$ cat config.mk
export PLATFORM = sky130hd
export DESIGN_NAME = rrsse_exec
export DESIGN_NICKNAME = d
export VERILOG_FILES = /design/src/design/rrsse_pkg.sv /design/src/design/rrsse_exec.sv /design/src/design/rrsse_alu.sv
export SDC_FILE = /design/constraint.sdc
export NUM_CORES = 1
export LEC_CHECK = 0
export BUFFER_PORTS_ARGS = -buffer_cell sky130_fd_sc_hd__clkbuf_2
export CAP_MARGIN = 20
export CORE_MARGIN = 8
export CORE_UTILIZATION = 53
export CTS_CLUSTER_SIZE = 28
export DETAILED_ROUTE_END_ITERATION = 7
export GPL_ROUTABILITY_DRIVEN = 0
export MAX_ROUTING_LAYER = met4
export PLACE_DENSITY_LB_ADDON = 0.3
export SKIP_CTS_REPAIR_TIMING = 1
export SYNTH_ARGS = -nofsm -noshare
export SYNTH_HDL_FRONTEND = slang
export SYNTH_SLANG_ARGS = --single-unit
$ cat constraint.sdc
create_clock -name core_clk_in -period 6.2 [get_ports core_clk_in]
set_clock_uncertainty 0.1 [all_clocks]
set_input_delay 0.62 -clock core_clk_in [delete_from_list [all_inputs] [get_ports core_clk_in]]
set_output_delay 0.62 -clock core_clk_in [all_outputs]
set_load 0.02 [all_outputs]
$ cat src/design/rrsse_pkg.sv
/*
 * Package for the return/rotate/sleep/subtract execute block.
 * Holds opcode patterns, field positions, reset values and cycle counts.
 * Assumes 14-bit instruction words and an 8-bit data path.
 */
package rrsse_pkg;
   // Instruction word layout
   localparam int          INSN_W        = 14;       // Instruction width
   localparam int          DATA_W        = 8;        // Data width
   localparam int          FADDR_W       = 7;        // File address width
   localparam int          PC_W          = 13;       // Program counter width
   localparam int          DEST_POS      = 7;        // Destination bit position
   // Fixed opcodes
   localparam logic [13:0] OPC_RETURN    = 14'h0008; // Subroutine return
   localparam logic [13:0] OPC_SLEEP     = 14'h0063; // Sleep entry
   // Major opcode fields, bits 13:8 (literal subtract uses bits 13:9)
   localparam logic [5:0]  OPC_RRF_HI    = 6'h0c;    // Rotate right through carry
   localparam logic [5:0]  OPC_RLF_HI    = 6'h0d;    // Rotate left through carry
   localparam logic [5:0]  OPC_FILE_MINUS_WORK_OP_HI  = 6'h02;    // File minus work
   localparam logic [4:0]  OPC_LITERAL_MINUS_WORK_OP_HI  = 5'h1e;    // Literal minus work, bits 13:9
   // Reset values
   localparam logic [7:0]  WORK_RST      = 8'h00;    // Working register
   localparam logic [7:0]  WDT_CLR       = 8'h00;    // Watchdog cleared value
   localparam logic [12:0] PC_RST        = 13'h0000; // Program counter
   // Return takes two cycles: one extra stall cycle
   localparam logic [1:0]  RET_CYCLES    = 2'h2;     // Cycles for return
   // Executor states
   typedef enum logic [0:0] {
      RRSSE_RUN   = 1'b0,                           // Normal execution
      RRSSE_FLUSH = 1'b1                            // Second return cycle
   } rrsse_state_t;
endpackage : rrsse_pkg

$ cat src/design/rrsse_exec.sv
/*
 * Decode and execute for return, rotates, sleep and both subtracts.
 * Assumes an external fetch unit presents one instruction per cycle
 * with a valid strobe, an external register file answers reads
 * combinationally, and an external stack supplies its top value.
 */
`timescale 1ns/10ps
module rrsse_exec (
   input  wire logic        core_clk_in,            // Instruction clock
   input  wire logic        rstn_in,                // Async reset, active low
   input  wire logic        insn_valid_in,          // Instruction present
   input  wire logic [13:0] insn_in,                // Instruction word
   input  wire logic [7:0]  file_rdata_in,          // Addressed file register
   input  wire logic [12:0] stack_top_value_in,     // Stack top
   input  wire logic        carry_in,               // Current carry flag
   input  wire logic        wake_in,                // Wake request, leaves sleep
   output logic             insn_ready_out,         // Ready for next instruction
   output logic [6:0]       file_addr_out,          // File address, registered
   output logic             file_we_out,            // File write pulse
   output logic [7:0]       file_wdata_out,         // File write data
   output logic [7:0]       work_out,               // Working register
   output logic             stack_pop_out,          // Stack pop pulse
   output logic             pc_load_out,            // PC load pulse
   output logic [12:0]      pc_value_out,           // PC load value
   output logic             carry_we_out,           // Carry update pulse
   output logic             carry_out,              // New carry
   output logic             nibble_carry_we_out,    // Digit carry update pulse
   output logic             nibble_carry_flag_out,  // New digit carry
   output logic             zero_we_out,            // Zero update pulse
   output logic             zero_out,               // New zero flag
   output logic             osc_stop_out,           // Oscillator stopped
   output logic             sleep_out,              // In sleep state
   output logic             watchdog_clr_out,       // Watchdog and prescaler clear
   output logic [7:0]       watchdog_count_out,     // Value loaded into watchdog
   output logic             timeout_status_n_out,   // Time-out status, low active
   output logic             powerdown_status_n_out  // Power-down status, low active
);
   rrsse_pkg::rrsse_state_t state_q;                // Executor state
   rrsse_pkg::rrsse_state_t state_d;                // Next state
   logic       is_ret;                              // Return decoded
   logic       is_sleep;                            // Sleep decoded
   logic       is_rrf;                              // Right rotate decoded
   logic       is_rlf;                              // Left rotate decoded
   logic       is_file_minus_work_op;                            // File subtract decoded
   logic       is_literal_minus_work_op;                            // Literal subtract decoded
   logic       go;                                  // Instruction accepted
   logic       dest_file;                           // Destination bit
   logic [1:0] op_sel;                              // Unit operation
   logic [7:0] alu_a;                               // Unit first operand
   logic [7:0] alu_res;                             // Unit result
   logic       alu_c;                               // Unit carry
   logic       alu_dc;                              // Unit digit carry
   logic       alu_z;                               // Unit zero
   logic       sleep_q;                             // Sleep state

   // Decode of the six instructions
   always_comb begin
      is_ret    = (insn_in == rrsse_pkg::OPC_RETURN);
      is_sleep  = (insn_in == rrsse_pkg::OPC_SLEEP);
      is_rrf    = (insn_in[13:8] == rrsse_pkg::OPC_RRF_HI);
      is_rlf    = (insn_in[13:8] == rrsse_pkg::OPC_RLF_HI);
      is_file_minus_work_op  = (insn_in[13:8] == rrsse_pkg::OPC_FILE_MINUS_WORK_OP_HI);
      is_literal_minus_work_op  = (insn_in[13:9] == rrsse_pkg::OPC_LITERAL_MINUS_WORK_OP_HI);
      dest_file = insn_in[rrsse_pkg::DEST_POS];
      go        = insn_valid_in & (state_q == rrsse_pkg::RRSSE_RUN) & ~sleep_q;
   end

   // Operand routing into the arithmetic unit
   always_comb begin
      op_sel = 2'h2;
      alu_a  = file_rdata_in;
      if (is_rrf) begin
         op_sel = 2'h0;
      end else if (is_rlf) begin
         op_sel = 2'h1;
      end else if (is_literal_minus_work_op) begin
         alu_a = insn_in[7:0];
      end
   end

   rrsse_alu u_alu (
      .op_sel_in  (op_sel),
      .a_in       (alu_a),
      .w_in       (work_out),
      .carry_in   (carry_in),
      .result_out (alu_res),
      .carry_out  (alu_c),
      .nibble_out (alu_dc),
      .zero_out   (alu_z)
   );

   // Next state: return holds one extra cycle
   always_comb begin
      state_d = state_q;
      unique case (state_q)
         rrsse_pkg::RRSSE_RUN: begin
            if (go && is_ret) begin
               state_d = rrsse_pkg::RRSSE_FLUSH;
            end
         end
         rrsse_pkg::RRSSE_FLUSH: begin
            state_d = rrsse_pkg::RRSSE_RUN;
         end
      endcase
   end

   // State register
   always_ff @(posedge core_clk_in or negedge rstn_in) begin
      if (!rstn_in) begin
         state_q <= rrsse_pkg::RRSSE_RUN;
      end else begin
         state_q <= state_d;
      end
   end

   // Ready: low during the second return cycle and in sleep
   always_ff @(posedge core_clk_in or negedge rstn_in) begin
      if (!rstn_in) begin
         insn_ready_out <= 1'b1;
      end else begin
         insn_ready_out <= (state_d == rrsse_pkg::RRSSE_RUN)
                           & ~(go & is_sleep) & ~(sleep_q & ~wake_in);
      end
   end

   // Stack pop and program counter load on return
   always_ff @(posedge core_clk_in or negedge rstn_in) begin
      if (!rstn_in) begin
         stack_pop_out <= 1'b0;
         pc_load_out   <= 1'b0;
         pc_value_out  <= rrsse_pkg::PC_RST;
      end else begin
         stack_pop_out <= go & is_ret;
         pc_load_out   <= go & is_ret;
         if (go && is_ret) begin
            pc_value_out <= stack_top_value_in;
         end
      end
   end

   // Working register updates
   always_ff @(posedge core_clk_in or negedge rstn_in) begin
      if (!rstn_in) begin
         work_out <= rrsse_pkg::WORK_RST;
      end else if (go && is_literal_minus_work_op) begin
         work_out <= alu_res;
      end else if (go && (is_rrf || is_rlf || is_file_minus_work_op) && !dest_file) begin
         work_out <= alu_res;
      end
   end

   // File register write back
   always_ff @(posedge core_clk_in or negedge rstn_in) begin
      if (!rstn_in) begin
         file_we_out    <= 1'b0;
         file_addr_out  <= 7'h00;
         file_wdata_out <= 8'h00;
      end else begin
         file_we_out <= go & (is_rrf | is_rlf | is_file_minus_work_op) & dest_file;
         if (go) begin
            file_addr_out  <= insn_in[6:0];
            file_wdata_out <= alu_res;
         end
      end
   end

   // Flag updates; return and sleep leave arithmetic flags alone
   always_ff @(posedge core_clk_in or negedge rstn_in) begin
      if (!rstn_in) begin
         carry_we_out          <= 1'b0;
         carry_out             <= 1'b0;
         nibble_carry_we_out   <= 1'b0;
         nibble_carry_flag_out <= 1'b0;
         zero_we_out           <= 1'b0;
         zero_out              <= 1'b0;
      end else begin
         carry_we_out        <= go & (is_rrf | is_rlf | is_file_minus_work_op | is_literal_minus_work_op);
         nibble_carry_we_out <= go & (is_file_minus_work_op | is_literal_minus_work_op);
         zero_we_out         <= go & (is_file_minus_work_op | is_literal_minus_work_op);
         carry_out             <= alu_c;
         nibble_carry_flag_out <= alu_dc;
         zero_out              <= alu_z;
      end
   end

   // Sleep state and oscillator stop
   always_ff @(posedge core_clk_in or negedge rstn_in) begin
      if (!rstn_in) begin
         sleep_q      <= 1'b0;
         sleep_out    <= 1'b0;
         osc_stop_out <= 1'b0;
      end else if (go && is_sleep) begin
         sleep_q      <= 1'b1;
         sleep_out    <= 1'b1;
         osc_stop_out <= 1'b1;
      end else if (sleep_q && wake_in) begin
         sleep_q      <= 1'b0;
         sleep_out    <= 1'b0;
         osc_stop_out <= 1'b0;
      end
   end

   // Watchdog clear and status bits on sleep entry
   always_ff @(posedge core_clk_in or negedge rstn_in) begin
      if (!rstn_in) begin
         watchdog_clr_out       <= 1'b0;
         watchdog_count_out     <= rrsse_pkg::WDT_CLR;
         timeout_status_n_out   <= 1'b1;
         powerdown_status_n_out <= 1'b1;
      end else begin
         watchdog_clr_out <= go & is_sleep;
         if (go && is_sleep) begin
            watchdog_count_out     <= rrsse_pkg::WDT_CLR;
            timeout_status_n_out   <= 1'b1;
            powerdown_status_n_out <= 1'b0;
         end
      end
   end

endmodule : rrsse_exec

$ cat src/design/rrsse_alu.sv
/*
 * Arithmetic unit: rotates and subtraction with flag results.
 * Purely combinational; fed by the executor on the same clock.
 */
`timescale 1ns/10ps
module rrsse_alu (
   input  wire logic [1:0] op_sel_in,     // 0 rrf, 1 rlf, 2 subtract
   input  wire logic [7:0] a_in,          // Minuend or rotate source
   input  wire logic [7:0] w_in,          // Working register
   input  wire logic       carry_in,      // Old carry
   output logic      [7:0] result_out,    // Result
   output logic            carry_out,     // New carry
   output logic            nibble_out,    // New digit carry
   output logic            zero_out       // Result is zero
);
   logic [8:0] diff;                       // Full difference with borrow
   logic [4:0] ndiff;                      // Low nibble difference

   // Operation select
   always_comb begin
      diff       = {1'b0, a_in} - {1'b0, w_in};
      ndiff      = {1'b0, a_in[3:0]} - {1'b0, w_in[3:0]};
      result_out = diff[7:0];
      carry_out  = ~diff[8];
      nibble_out = ~ndiff[4];
      unique case (op_sel_in)
         2'h0: begin                       // Right rotate
            result_out = {carry_in, a_in[7:1]};
            carry_out  = a_in[0];
         end
         2'h1: begin                       // Left rotate
            result_out = {a_in[6:0], carry_in};
            carry_out  = a_in[7];
         end
         default: begin                    // Subtract, computed above
         end
      endcase
      zero_out = (result_out == 8'h00);
   end
endmodule : rrsse_alu

==> flow_summary_export.csv, run 1 <==
group,metric,value,unit
critical_path,required,6320,ps
clock_network,clock_latency,300,ps
yosys,synth_area_leader_cell,"dfrtp_1",
global_route,grt_pass1_vias,2449,
global_route,grt_max_degree,49,
floorplan,start_util,55.1,%
yosys,synth-seq-area-share,46.2,%
yosys,synth-main-ff-cell,"dfrtp_1",
hold_path,hp-class,"input pin to asynchronous set/reset pin",
floorplan,fp-row-count,25,
critical_path,setup.worst_path.end_class,"flop",
clock_network,cts_tree,"done",
critical_path,critPathKind,"input pin to flop",
yosys,synth_area_per_cell,9.64,µm²
clock_network,cts_buffers,5,
floorplan,ios,99,
layout,area_delta_synth_final,22.1,%
global_route,grt_usage,20.5,%
global_route,antenna_found_initial,0,
yosys,yosys-top-cells-area,"dfrtp_1, nand2_1, mux2_1, ha_1, buf_4",
placement,dp_hpwl,5710,µm
layout,finish.net_count,406,
layout,stdcell_count,424,
critical_path,crit_fanout,11,
pwr,irDropWorstVdd,0.208,mV
floorplan,core,0.00472,mm²
pwr,leakagePower,1.72,nW
outcome,status,"completed",
floorplan,die_width,86.1,µm
global_route,grt_pass1_wl,11600,µm
sta,rsz0062_at_grt,"no",
drt,vias,2332,
pwr,powerDensity,378,mW/mm²
job,max_cap_violations,0,
yosys,yosysUniqueCellTypes,47,
drt,drtIter0Drc,246,
sta,tns,0,ps
placement,placedCellCount,415,
placement,io_buffers,89,
critical_path,start_kind,"input pin",
drt,via_per_inst,5.50,
floorplan,dieArea,0.00741,mm²
sta,tightestPinTransition,740,ps
sta,fin_crit_sh,56.9,%
critical_path,critPathMaxStageDelay,390,ps
yosys,async_flop_share,100,%
drt,drt_pass1_iterations,4,
layout,most-common-layout-cells,"clkbuf_2, nand2_1, dfrtp_1",
clock_network,cts_buffer_depth,2,
clock_network,cts.reportedPaths.clkPinSlew,90,ps
yosys,synth_enable_flop_cells,0,
sta,period_needed,3520,ps
floorplan,die_h,86.1,µm
sta,slew_headroom,50.6,%
critical_path,cpMostUsedCell,"nand3_1",
yosys,synth_area,0.00260,mm²
layout,layout-drive-gt1-share,30.8,%
drt,wirelength,7190,µm
drt,wl_per_cell,17.0,µm
sta,fmax,0.284,GHz
critical_path,worst_path_max_delay_cell,"fa_1",
sta,hold_violations,0,
yosys,synth-seq-cells,48,
layout,final_common_cell,"clkbuf_2",
clock_network,clock-sinks,48,
critical_path,cp_cell_sequence,"clkbuf_2 > and3b_1 > nand3_1 > mux2i_1 > ha_1 > inv_1 > fa_1 > a21o_1 > a221oi_1 > nor2b_1 > o32a_1 > nand3_1 > nor4b_2",
sta,setup_violations,0,
drt,ant_nets,0,
yosys,yosysTopAreaCellShare,44.2,%
critical_path,crit_arrival,3640,ps
sta,final-max-slew-violation-count,0,
clock_network,cts_max_level,2,
yosys,synth_cells,270,
yosys,synth_warnings,0,
drt,route.detailed.drc,0,
clock_network,cts-root-buf,"clkbuf_8",
global_route,gr-total-overflow,0,
layout,antenna-diode-count,0,
-- per-layer routing --
metal,track usage [%],part of all wire [%]
met1,24.0,42
met2,33.3,48
met3,5.64,8.8
met4,6.21,1.6
met5,-,0
-- logic make-up after synthesis --
group           synth area share [%]
compound gates                  12.2
xor+xnor                       0.673
fa+ha+maj                       5.09
buf+inv                         6.54
flops                           46.2
mux                             10.4
other cells                    0.288
simple gates                    18.6
-- cells in the mapped netlist (all sizes together) (2+ instances only) --
cell	count
inv	10
mux2i	6
buf	14
nand4	2
conb	2
dfstp	2
nor4	3
nand3	10
nand2	46
nor2b	6
nor2	19
nand3b	2
o32a	3
mux2	18
clkbuf	7
o21ai	19
a21oi	13
a21boi	2
a31oi	4
a21o	5
dfrtp	46
or4b	2
ha	9
nor3	2
and3	2
-- where the power goes --
part           internal, W  total [W]  switching, W
clock network     0.000132   0.000242      0.000110
logic             0.000206   0.000540      0.000334
registers         0.000376   0.000418     0.0000427
total             0.000713    0.00120      0.000487
-- critical path: cells and delay by family --
| kind | cells | cell delay (ps) |
|---|---|---|
| AO/OA/AOI/OAI | 3 | 750 |
| adder cells (fa/ha/maj) | 2 | 590 |
| buffers and inverters | 2 | 160 |
| multiplexers | 1 | 370 |
| AND/OR/NAND/NOR | 5 | 1150 |
-- metrics by stage --
stage	cell area [µm²]	util, %	setup slack [ps]	hold slack, ps	total power (W)
6_report	3180	67.3	2680	299	0.00120
5_1_grt	3180	67.3	2410	353	0.00127
4_1_cts	3170	67.1	2720	327	0.00120
3_5_place_dp	3050	64.6	2390	364	0.000956
3_3_place_gp	3050	64.6	2550	357	0.000943
2_1_floorplan	2630	-	3070	224	0.000782
-- state kept, by name (all words and copies together) (netlist names), 7 cells and up --
signal          flops
pc_value_out       13
file_wdata_out      8
work_out            8
file_addr_out       7
-- cell type report --
class	instances	area (µm²)
Fill cell	392	1550
Clock buffer	6	82.6
Inverter	10	37.5
Sequential cell	48	1200
Timing Repair Buffer	93	475
Multi-Input combinational cell	198	1260
Clock inverter	2	38.8
Tap cell	67	83.8
-- final timing paths --
path                                                 end  slack, ps                          from  cells after the start
hold / removal             file_wdata_out[6]$_DFFE_PN0P_        300                       rstn_in                      2
min in group core_clk_in    file_addr_out[1]$_DFFE_PN0P_        380  file_addr_out[1]$_DFFE_PN0P_                      2
hold reg to reg             file_addr_out[1]$_DFFE_PN0P_        380  file_addr_out[1]$_DFFE_PN0P_                      2
setup reg to reg                      zero_out$_DFF_PN0_       3680       work_out[0]$_DFFE_PN0P_                      9
max in group asynchronous  file_wdata_out[1]$_DFFE_PN0P_       5300                       rstn_in                      2
setup / recovery                      zero_out$_DFF_PN0_       2680                    insn_in[9]                     13
Note: power is estimated with default switching activity, not from simulation.
==> inputs of run 2 (changes only) <==
--- a/config.mk
+++ b/config.mk
@@ -8,7 +8,7 @@
 export BUFFER_PORTS_ARGS = -buffer_cell sky130_fd_sc_hd__clkbuf_2
 export CAP_MARGIN = 20
 export CORE_MARGIN = 8
-export CORE_UTILIZATION = 53
+export CORE_UTILIZATION = 44
 export CTS_CLUSTER_SIZE = 28
 export DETAILED_ROUTE_END_ITERATION = 7
 export GPL_ROUTABILITY_DRIVEN = 0
==> constraint.sdc (replaced) <==
create_clock -name core_clk_in -period 3.2 [get_ports core_clk_in]
set_clock_uncertainty 0.1 [all_clocks]
set_input_delay 0.32 -clock core_clk_in [delete_from_list [all_inputs] [get_ports core_clk_in]]
set_output_delay 0.32 -clock core_clk_in [all_outputs]
set_load 0.02 [all_outputs]
==> flow_summary_export.csv, run 2 (synthesis results as in run 1) <==
group,metric,value,unit
hold_path,hold_depth,2,
floorplan,die_h,92.9,µm
floorplan,fp-row-count,28,
clock_network,clock_latency,300,ps
pwr,finalPower,0.00226,W
global_route,grt_usage,17.8,%
sta,hold_violations,0,
global_route,antenna_found_initial,0,
critical_path,path_buf_inv,2,
sta,period_needed,2840,ps
critical_path,r2r_cells,9,
critical_path,cp_cell_sequence,"clkbuf_2 > and3b_1 > nand3_1 > mux2i_1 > ha_1 > inv_1 > fa_1 > a21o_1 > a221oi_1 > nor2b_1 > o32a_1 > nand3_1 > nor4b_2",
critical_path,critical-path-top-delay-family,"simple AND/OR/NAND/NOR gates",
clock_network,cts_buffer_depth,2,
floorplan,dieArea,0.00864,mm²
placement,io_buffers,89,
pwr,powerDensity,705,mW/mm²
drt,ant_nets,0,
hold_path,hold_end,"pc_value_out[12]$_DFFE_PN0P_",
global_route,grt_max_degree,33,
pwr,switchingPower,0.000941,W
placement,dp_hpwl,5790,µm
pwr,leakagePower,1.74,nW
clock_network,cts_tree,"done",
drt,wl_per_cell,16.6,µm
sta,setup_violations,0,
drt,drt_pass1_iterations,4,
layout,reg_top3,"pc_value_out: 13 flops, file_wdata_out: 8 flops, work_out: 8 flops",
outcome,status,"completed",
global_route,grt_pass1_wl,12000,µm
pwr,intPower,0.00132,W
sta,slew_headroom,52.0,%
layout,post-route-cell-area,0.00321,mm²
clock_network,cts.reportedPaths.clkPinSlew,90,ps
drt,drtIter0Drc,171,
layout,area_delta_synth_final,23.3,%
drt,vias,2270,
drt,route.detailed.drc,0,
layout,finish.net_count,412,
critical_path,required,3320,ps
drt,wirelength,7250,µm
sta,rsz0062_at_grt,"no",
critical_path,worst_path_max_delay_cell,"fa_1",
critical_path,crit_arrival,2960,ps
pwr,p_clk_share,17.2,%
pwr,seqPwrFrac,35.8,%
critical_path,reg2reg_from,"work_out[0]$_DFFE_PN0P_",
layout,most-common-layout-cells,"clkbuf_2, nand2_1, dfrtp_1",
layout,postLayoutCoreUtil,55.2,%
clock_network,clock-sinks,48,
pwr,irDropWorstVdd,0.322,mV
hold_path,holdCritStartpoint,"stack_top_value_in[12]",
sta,final-max-slew-violation-count,0,
critical_path,critPathMaxStageDelay,390,ps
pwr,p_comb_share,47.0,%
drt,via_per_inst,5.18,
floorplan,ios,99,
critical_path,critPathKind,"input pin to flop",
layout,largest_reg_flops,13,
layout,antenna-diode-count,0,
critical_path,start_kind,"input pin",
sta,tightestPinTransition,720,ps
global_route,gr-total-overflow,0,
clock_network,cts_max_level,2,
global_route,grt_pass1_vias,2360,
layout,final_common_cell,"clkbuf_2",
sta,tns,0,ps
clock_network,cts-root-buf,"clkbuf_8",
sta,fin_crit_sh,88.7,%
pwr,switching_share,41.6,%
layout,layout-drive-gt1-share,31.7,%
floorplan,start_util,44.8,%
critical_path,cpMostUsedCell,"nand3_1",
critical_path,timing.rr.end,"zero_out$_DFF_PN0_",
sta,fmax,0.352,GHz
critical_path,r2r_slack,710,ps
critical_path,crit_fanout,5,
hold_path,hp-class,"input pin to flop",
critical_path,setup.worst_path.end_class,"flop",
layout,largest-register,"pc_value_out",
job,max_cap_violations,0,
floorplan,die_width,92.9,µm
placement,placed_cell_area,0.00310,mm²
floorplan,core,0.00582,mm²
clock_network,cts_buffers,5,
[run 2: worst register-to-register path, stage by stage (launching register included)]
cell and delay (ps):
dfrtp_1 430, ha_1 170, inv_1 40, fa_1 390, a21o_1 210, a221oi_1 330, nor2b_1 180, o32a_1 200
nand3_1 100, nor4b_2 240
[run 2: area by class of cell]
cell class / instances / area [µm²]
clock inverters: 2 / 13.8
flip-flops and latches: 48 / 1200
inverters: 10 / 37.5
clock buffers: 6 / 82.6
repair buffers: 99 / 523
fillers: 545 / 2610
multi-input cells: 198 / 1260
well taps: 75 / 93.8
[run 2: per-stage QoR]
step | hold slack, ps | worst slack [ps] | instances
after floorplan | -75.6 | 368 | 277
after global placement | 204 | 156 | 429
after detailed placement | 197 | 68.4 | 429
after CTS | -143 | 397 | 437
after global routing | 111 | 138 | 438
final | 122 | 363 | 438
[run 2: worst max-delay path by stage]
| stage | cells past startpoint | end | slack (ps) | startpoint |
|---|---|---|---|---|
| 2_1_floorplan | 11 | zero_out$_DFF_PN0_ | 370 | insn_in[9] |
| 6_report | 13 | zero_out$_DFF_PN0_ | 360 | insn_in[9] |
| 3_3_place_gp | 13 | zero_out$_DFF_PN0_ | 160 | insn_in[9] |
| 5_1_grt | 13 | zero_out$_DFF_PN0_ | 140 | insn_in[9] |
| 4_1_cts | 13 | zero_out$_DFF_PN0_ | 400 | insn_in[9] |
| 3_5_place_dp | 13 | zero_out$_DFF_PN0_ | 70 | insn_in[9] |
[run 2: power groups by stage]
| stage | logic [W] | registers (W) | clock network [W] |
|---|---|---|---|
| final | 0.00106 | 0.000810 | 0.000390 |
| after global routing | 0.00118 | 0.000827 | 0.000426 |
| after CTS | 0.00107 | 0.000809 | 0.000404 |
| after detailed placement | 0.00106 | 0.000820 | 0 |
| after global placement | 0.00105 | 0.000813 | 0 |
| after floorplan | 0.000557 | 0.000958 | 0 |
[run 2: routing by layer]
metal	wire [µm]	global-route usage (%)	up-vias
met5	0	-	-
met4	68	4.03	0
met3	563	5.10	7
met1	3230	22.9	1063
li1	-	-	1101
met2	3390	27.1	99
==> inputs of run 3 (changes only) <==
--- a/config.mk
+++ b/config.mk
@@ -13,8 +13,9 @@
 export DETAILED_ROUTE_END_ITERATION = 7
 export GPL_ROUTABILITY_DRIVEN = 0
 export MAX_ROUTING_LAYER = met4
-export PLACE_DENSITY_LB_ADDON = 0.3
+export PLACE_DENSITY_LB_ADDON = 0.15
 export SKIP_CTS_REPAIR_TIMING = 1
+export SLEW_MARGIN = 20
 export SYNTH_ARGS = -nofsm -noshare
 export SYNTH_HDL_FRONTEND = slang
 export SYNTH_SLANG_ARGS = --single-unit
==> flow_summary_export.csv, run 3 (synthesis results as in run 1) <==
group,metric,value,unit
clock_network,clock_latency,310,ps
layout,layout-drive-gt1-share,32.3,%
floorplan,core,0.00582,mm²
global_route,grt.met2_usage,26.3,%
sta,hold_violations,30,
layout,final_common_cell,"clkbuf_2",
sta,rsz0062_at_grt,"no",
global_route,grt_pass1_vias,2323,
placement,dp_hpwl,5780,µm
sta,final-max-slew-violation-count,0,
drt,via_per_inst,5.20,
layout,most-common-layout-cells,"clkbuf_2, nand2_1, dfrtp_1",
pwr,finalPower,0.00228,W
global_route,use_met3,4.05,%
sta,fmax,0.351,GHz
clock_network,cts_tree,"done",
clock_network,cts_buffers,5,
global_route,gr-total-overflow,0,
sta,period_needed,2850,ps
critical_path,worst_path_max_delay_cell,"fa_1",
global_route,grt_pass1_wl,11800,µm
drt,drtIter0Drc,170,
floorplan,die_h,92.9,µm
critical_path,crit_arrival,2970,ps
layout,largest-register,"pc_value_out",
floorplan,start_util,44.8,%
pwr,powerDensity,709,mW/mm²
floorplan,ios,99,
drt,ant_nets,0,
clock_network,cts-root-buf,"clkbuf_8",
global_route,grt_usage,17.6,%
sta,fin_crit_sh,89.0,%
outcome,status,"complete, but fails checks",
drt,vias,2289,
outcome,violations,"hold timing",
critical_path,start_kind,"input pin",
clock_network,cts_max_level,2,
clock_network,clock-sinks,48,
drt,drt_pass1_iterations,4,
layout,area_delta_synth_final,23.8,%
layout,largest_reg_flops,13,
sta,hold_ws,-22.2,ps
layout,antenna-diode-count,0,
floorplan,die_width,92.9,µm
floorplan,dieArea,0.00864,mm²
placement,io_buffers,89,
hold_path,hp-class,"input pin to asynchronous set/reset pin",
sta,tns,0,ps
global_route,met1_usage,23.4,%
pwr,irDropWorstVdd,0.374,mV
floorplan,fp-row-count,28,
global_route,grt-busiest-layer,"met2",
global_route,antenna_found_initial,0,
drt,wirelength,7330,µm
critical_path,cpMostUsedCell,"nand3_1",
sta,slew_headroom,47.8,%
critical_path,cp_cell_sequence,"clkbuf_2 > and3b_1 > nand3_1 > mux2i_1 > ha_1 > inv_1 > fa_1 > a21o_1 > a221oi_1 > nor2b_1 > o32a_1 > nand3_1 > nor4b_2",
critical_path,required,3320,ps
layout,finish.net_count,414,
layout,post-route-cell-area,0.00322,mm²
placement,placed_cell_area,0.00313,mm²
critical_path,setup.worst_path.end_class,"flop",
drt,route.detailed.drc,0,
clock_network,cts_buffer_depth,2,
critical_path,critPathMaxStageDelay,410,ps
global_route,grt_max_degree,32,
job,max_cap_violations,0,
drt,wl_per_cell,16.7,µm
critical_path,critPathKind,"input pin to flop",
clock_network,cts.reportedPaths.clkPinSlew,100,ps
sta,tightestPinTransition,783,ps
layout,reg_top3,"pc_value_out: 13 flops, file_wdata_out: 8 flops, work_out: 8 flops",
pwr,leakagePower,1.75,nW
critical_path,crit_fanout,5,
sta,setup_violations,0,
## run 3: cell types whose count changed in the layout (fill, tap and decap cells not counted)
cell / previous run / this run
buf_4: 9 / 12
dlygate4sd3_1: 1 / 0
## run 3: worst max-delay path: cells and delay by family
family	cells	cell delay [ps]
adder cells (fa/ha/maj)	2	600
AND/OR/NAND/NOR	5	920
buffers and inverters	2	160
AO/OA/AOI/OAI	3	740
multiplexers	1	230
## run 3: path summary, 6_finish.rpt
check                                                           to                           from  slack, ps  depth (start not counted)
worst max register to register                  zero_out$_DFF_PN0_        work_out[0]$_DFFE_PN0P_        670                          9
worst min register to register       file_wdata_out[0]$_DFFE_PN0P_  file_wdata_out[0]$_DFFE_PN0P_        380                          2
worst min-delay path                 file_wdata_out[4]$_DFFE_PN0P_                        rstn_in        -20                          1
worst max-delay path                            zero_out$_DFF_PN0_                     insn_in[9]        350                         13
max in group asynchronous       powerdown_status_n_out$_DFFE_PN1P_                        rstn_in       2220                          2
min in group core_clk_in               pc_value_out[3]$_DFFE_PN0P_          stack_top_value_in[3]        120                          2
## run 3: where the power goes
part / leakage (nW) / total [W] / internal [W] / switching [W]
registers: 0.609 / 0.000812 / 0.000728 / 0.0000841
logic: 1.09 / 0.00108 / 0.000426 / 0.000651
clock network: 0.0516 / 0.000396 / 0.000177 / 0.000219
## run 3: layout make-up
type | count | area (µm²)
clock inverter | 2 | 13.8
multi-input combinational | 198 | 1260
fill | 583 | 2590
clock buffer | 6 | 82.6
inverter | 10 | 37.5
timing repair buffer | 101 | 536
sequential | 48 | 1200
tap | 75 | 93.8
## run 3: metal layers
layer  up-vias  share of wire [%]
li1       1107                  -
met1      1082                 46
met2        90                 45
met3        10                6.8
met4         0                1.3
met5         -                  0
## run 3: stage by stage
step	setup slack (ps)	utilization, %	std cells
2_1_floorplan	368	-	277
3_3_place_gp	121	53.8	432
3_5_place_dp	67.3	53.8	432
4_1_cts	358	55.4	440
5_1_grt	148	55.4	440
6_report	353	55.4	440
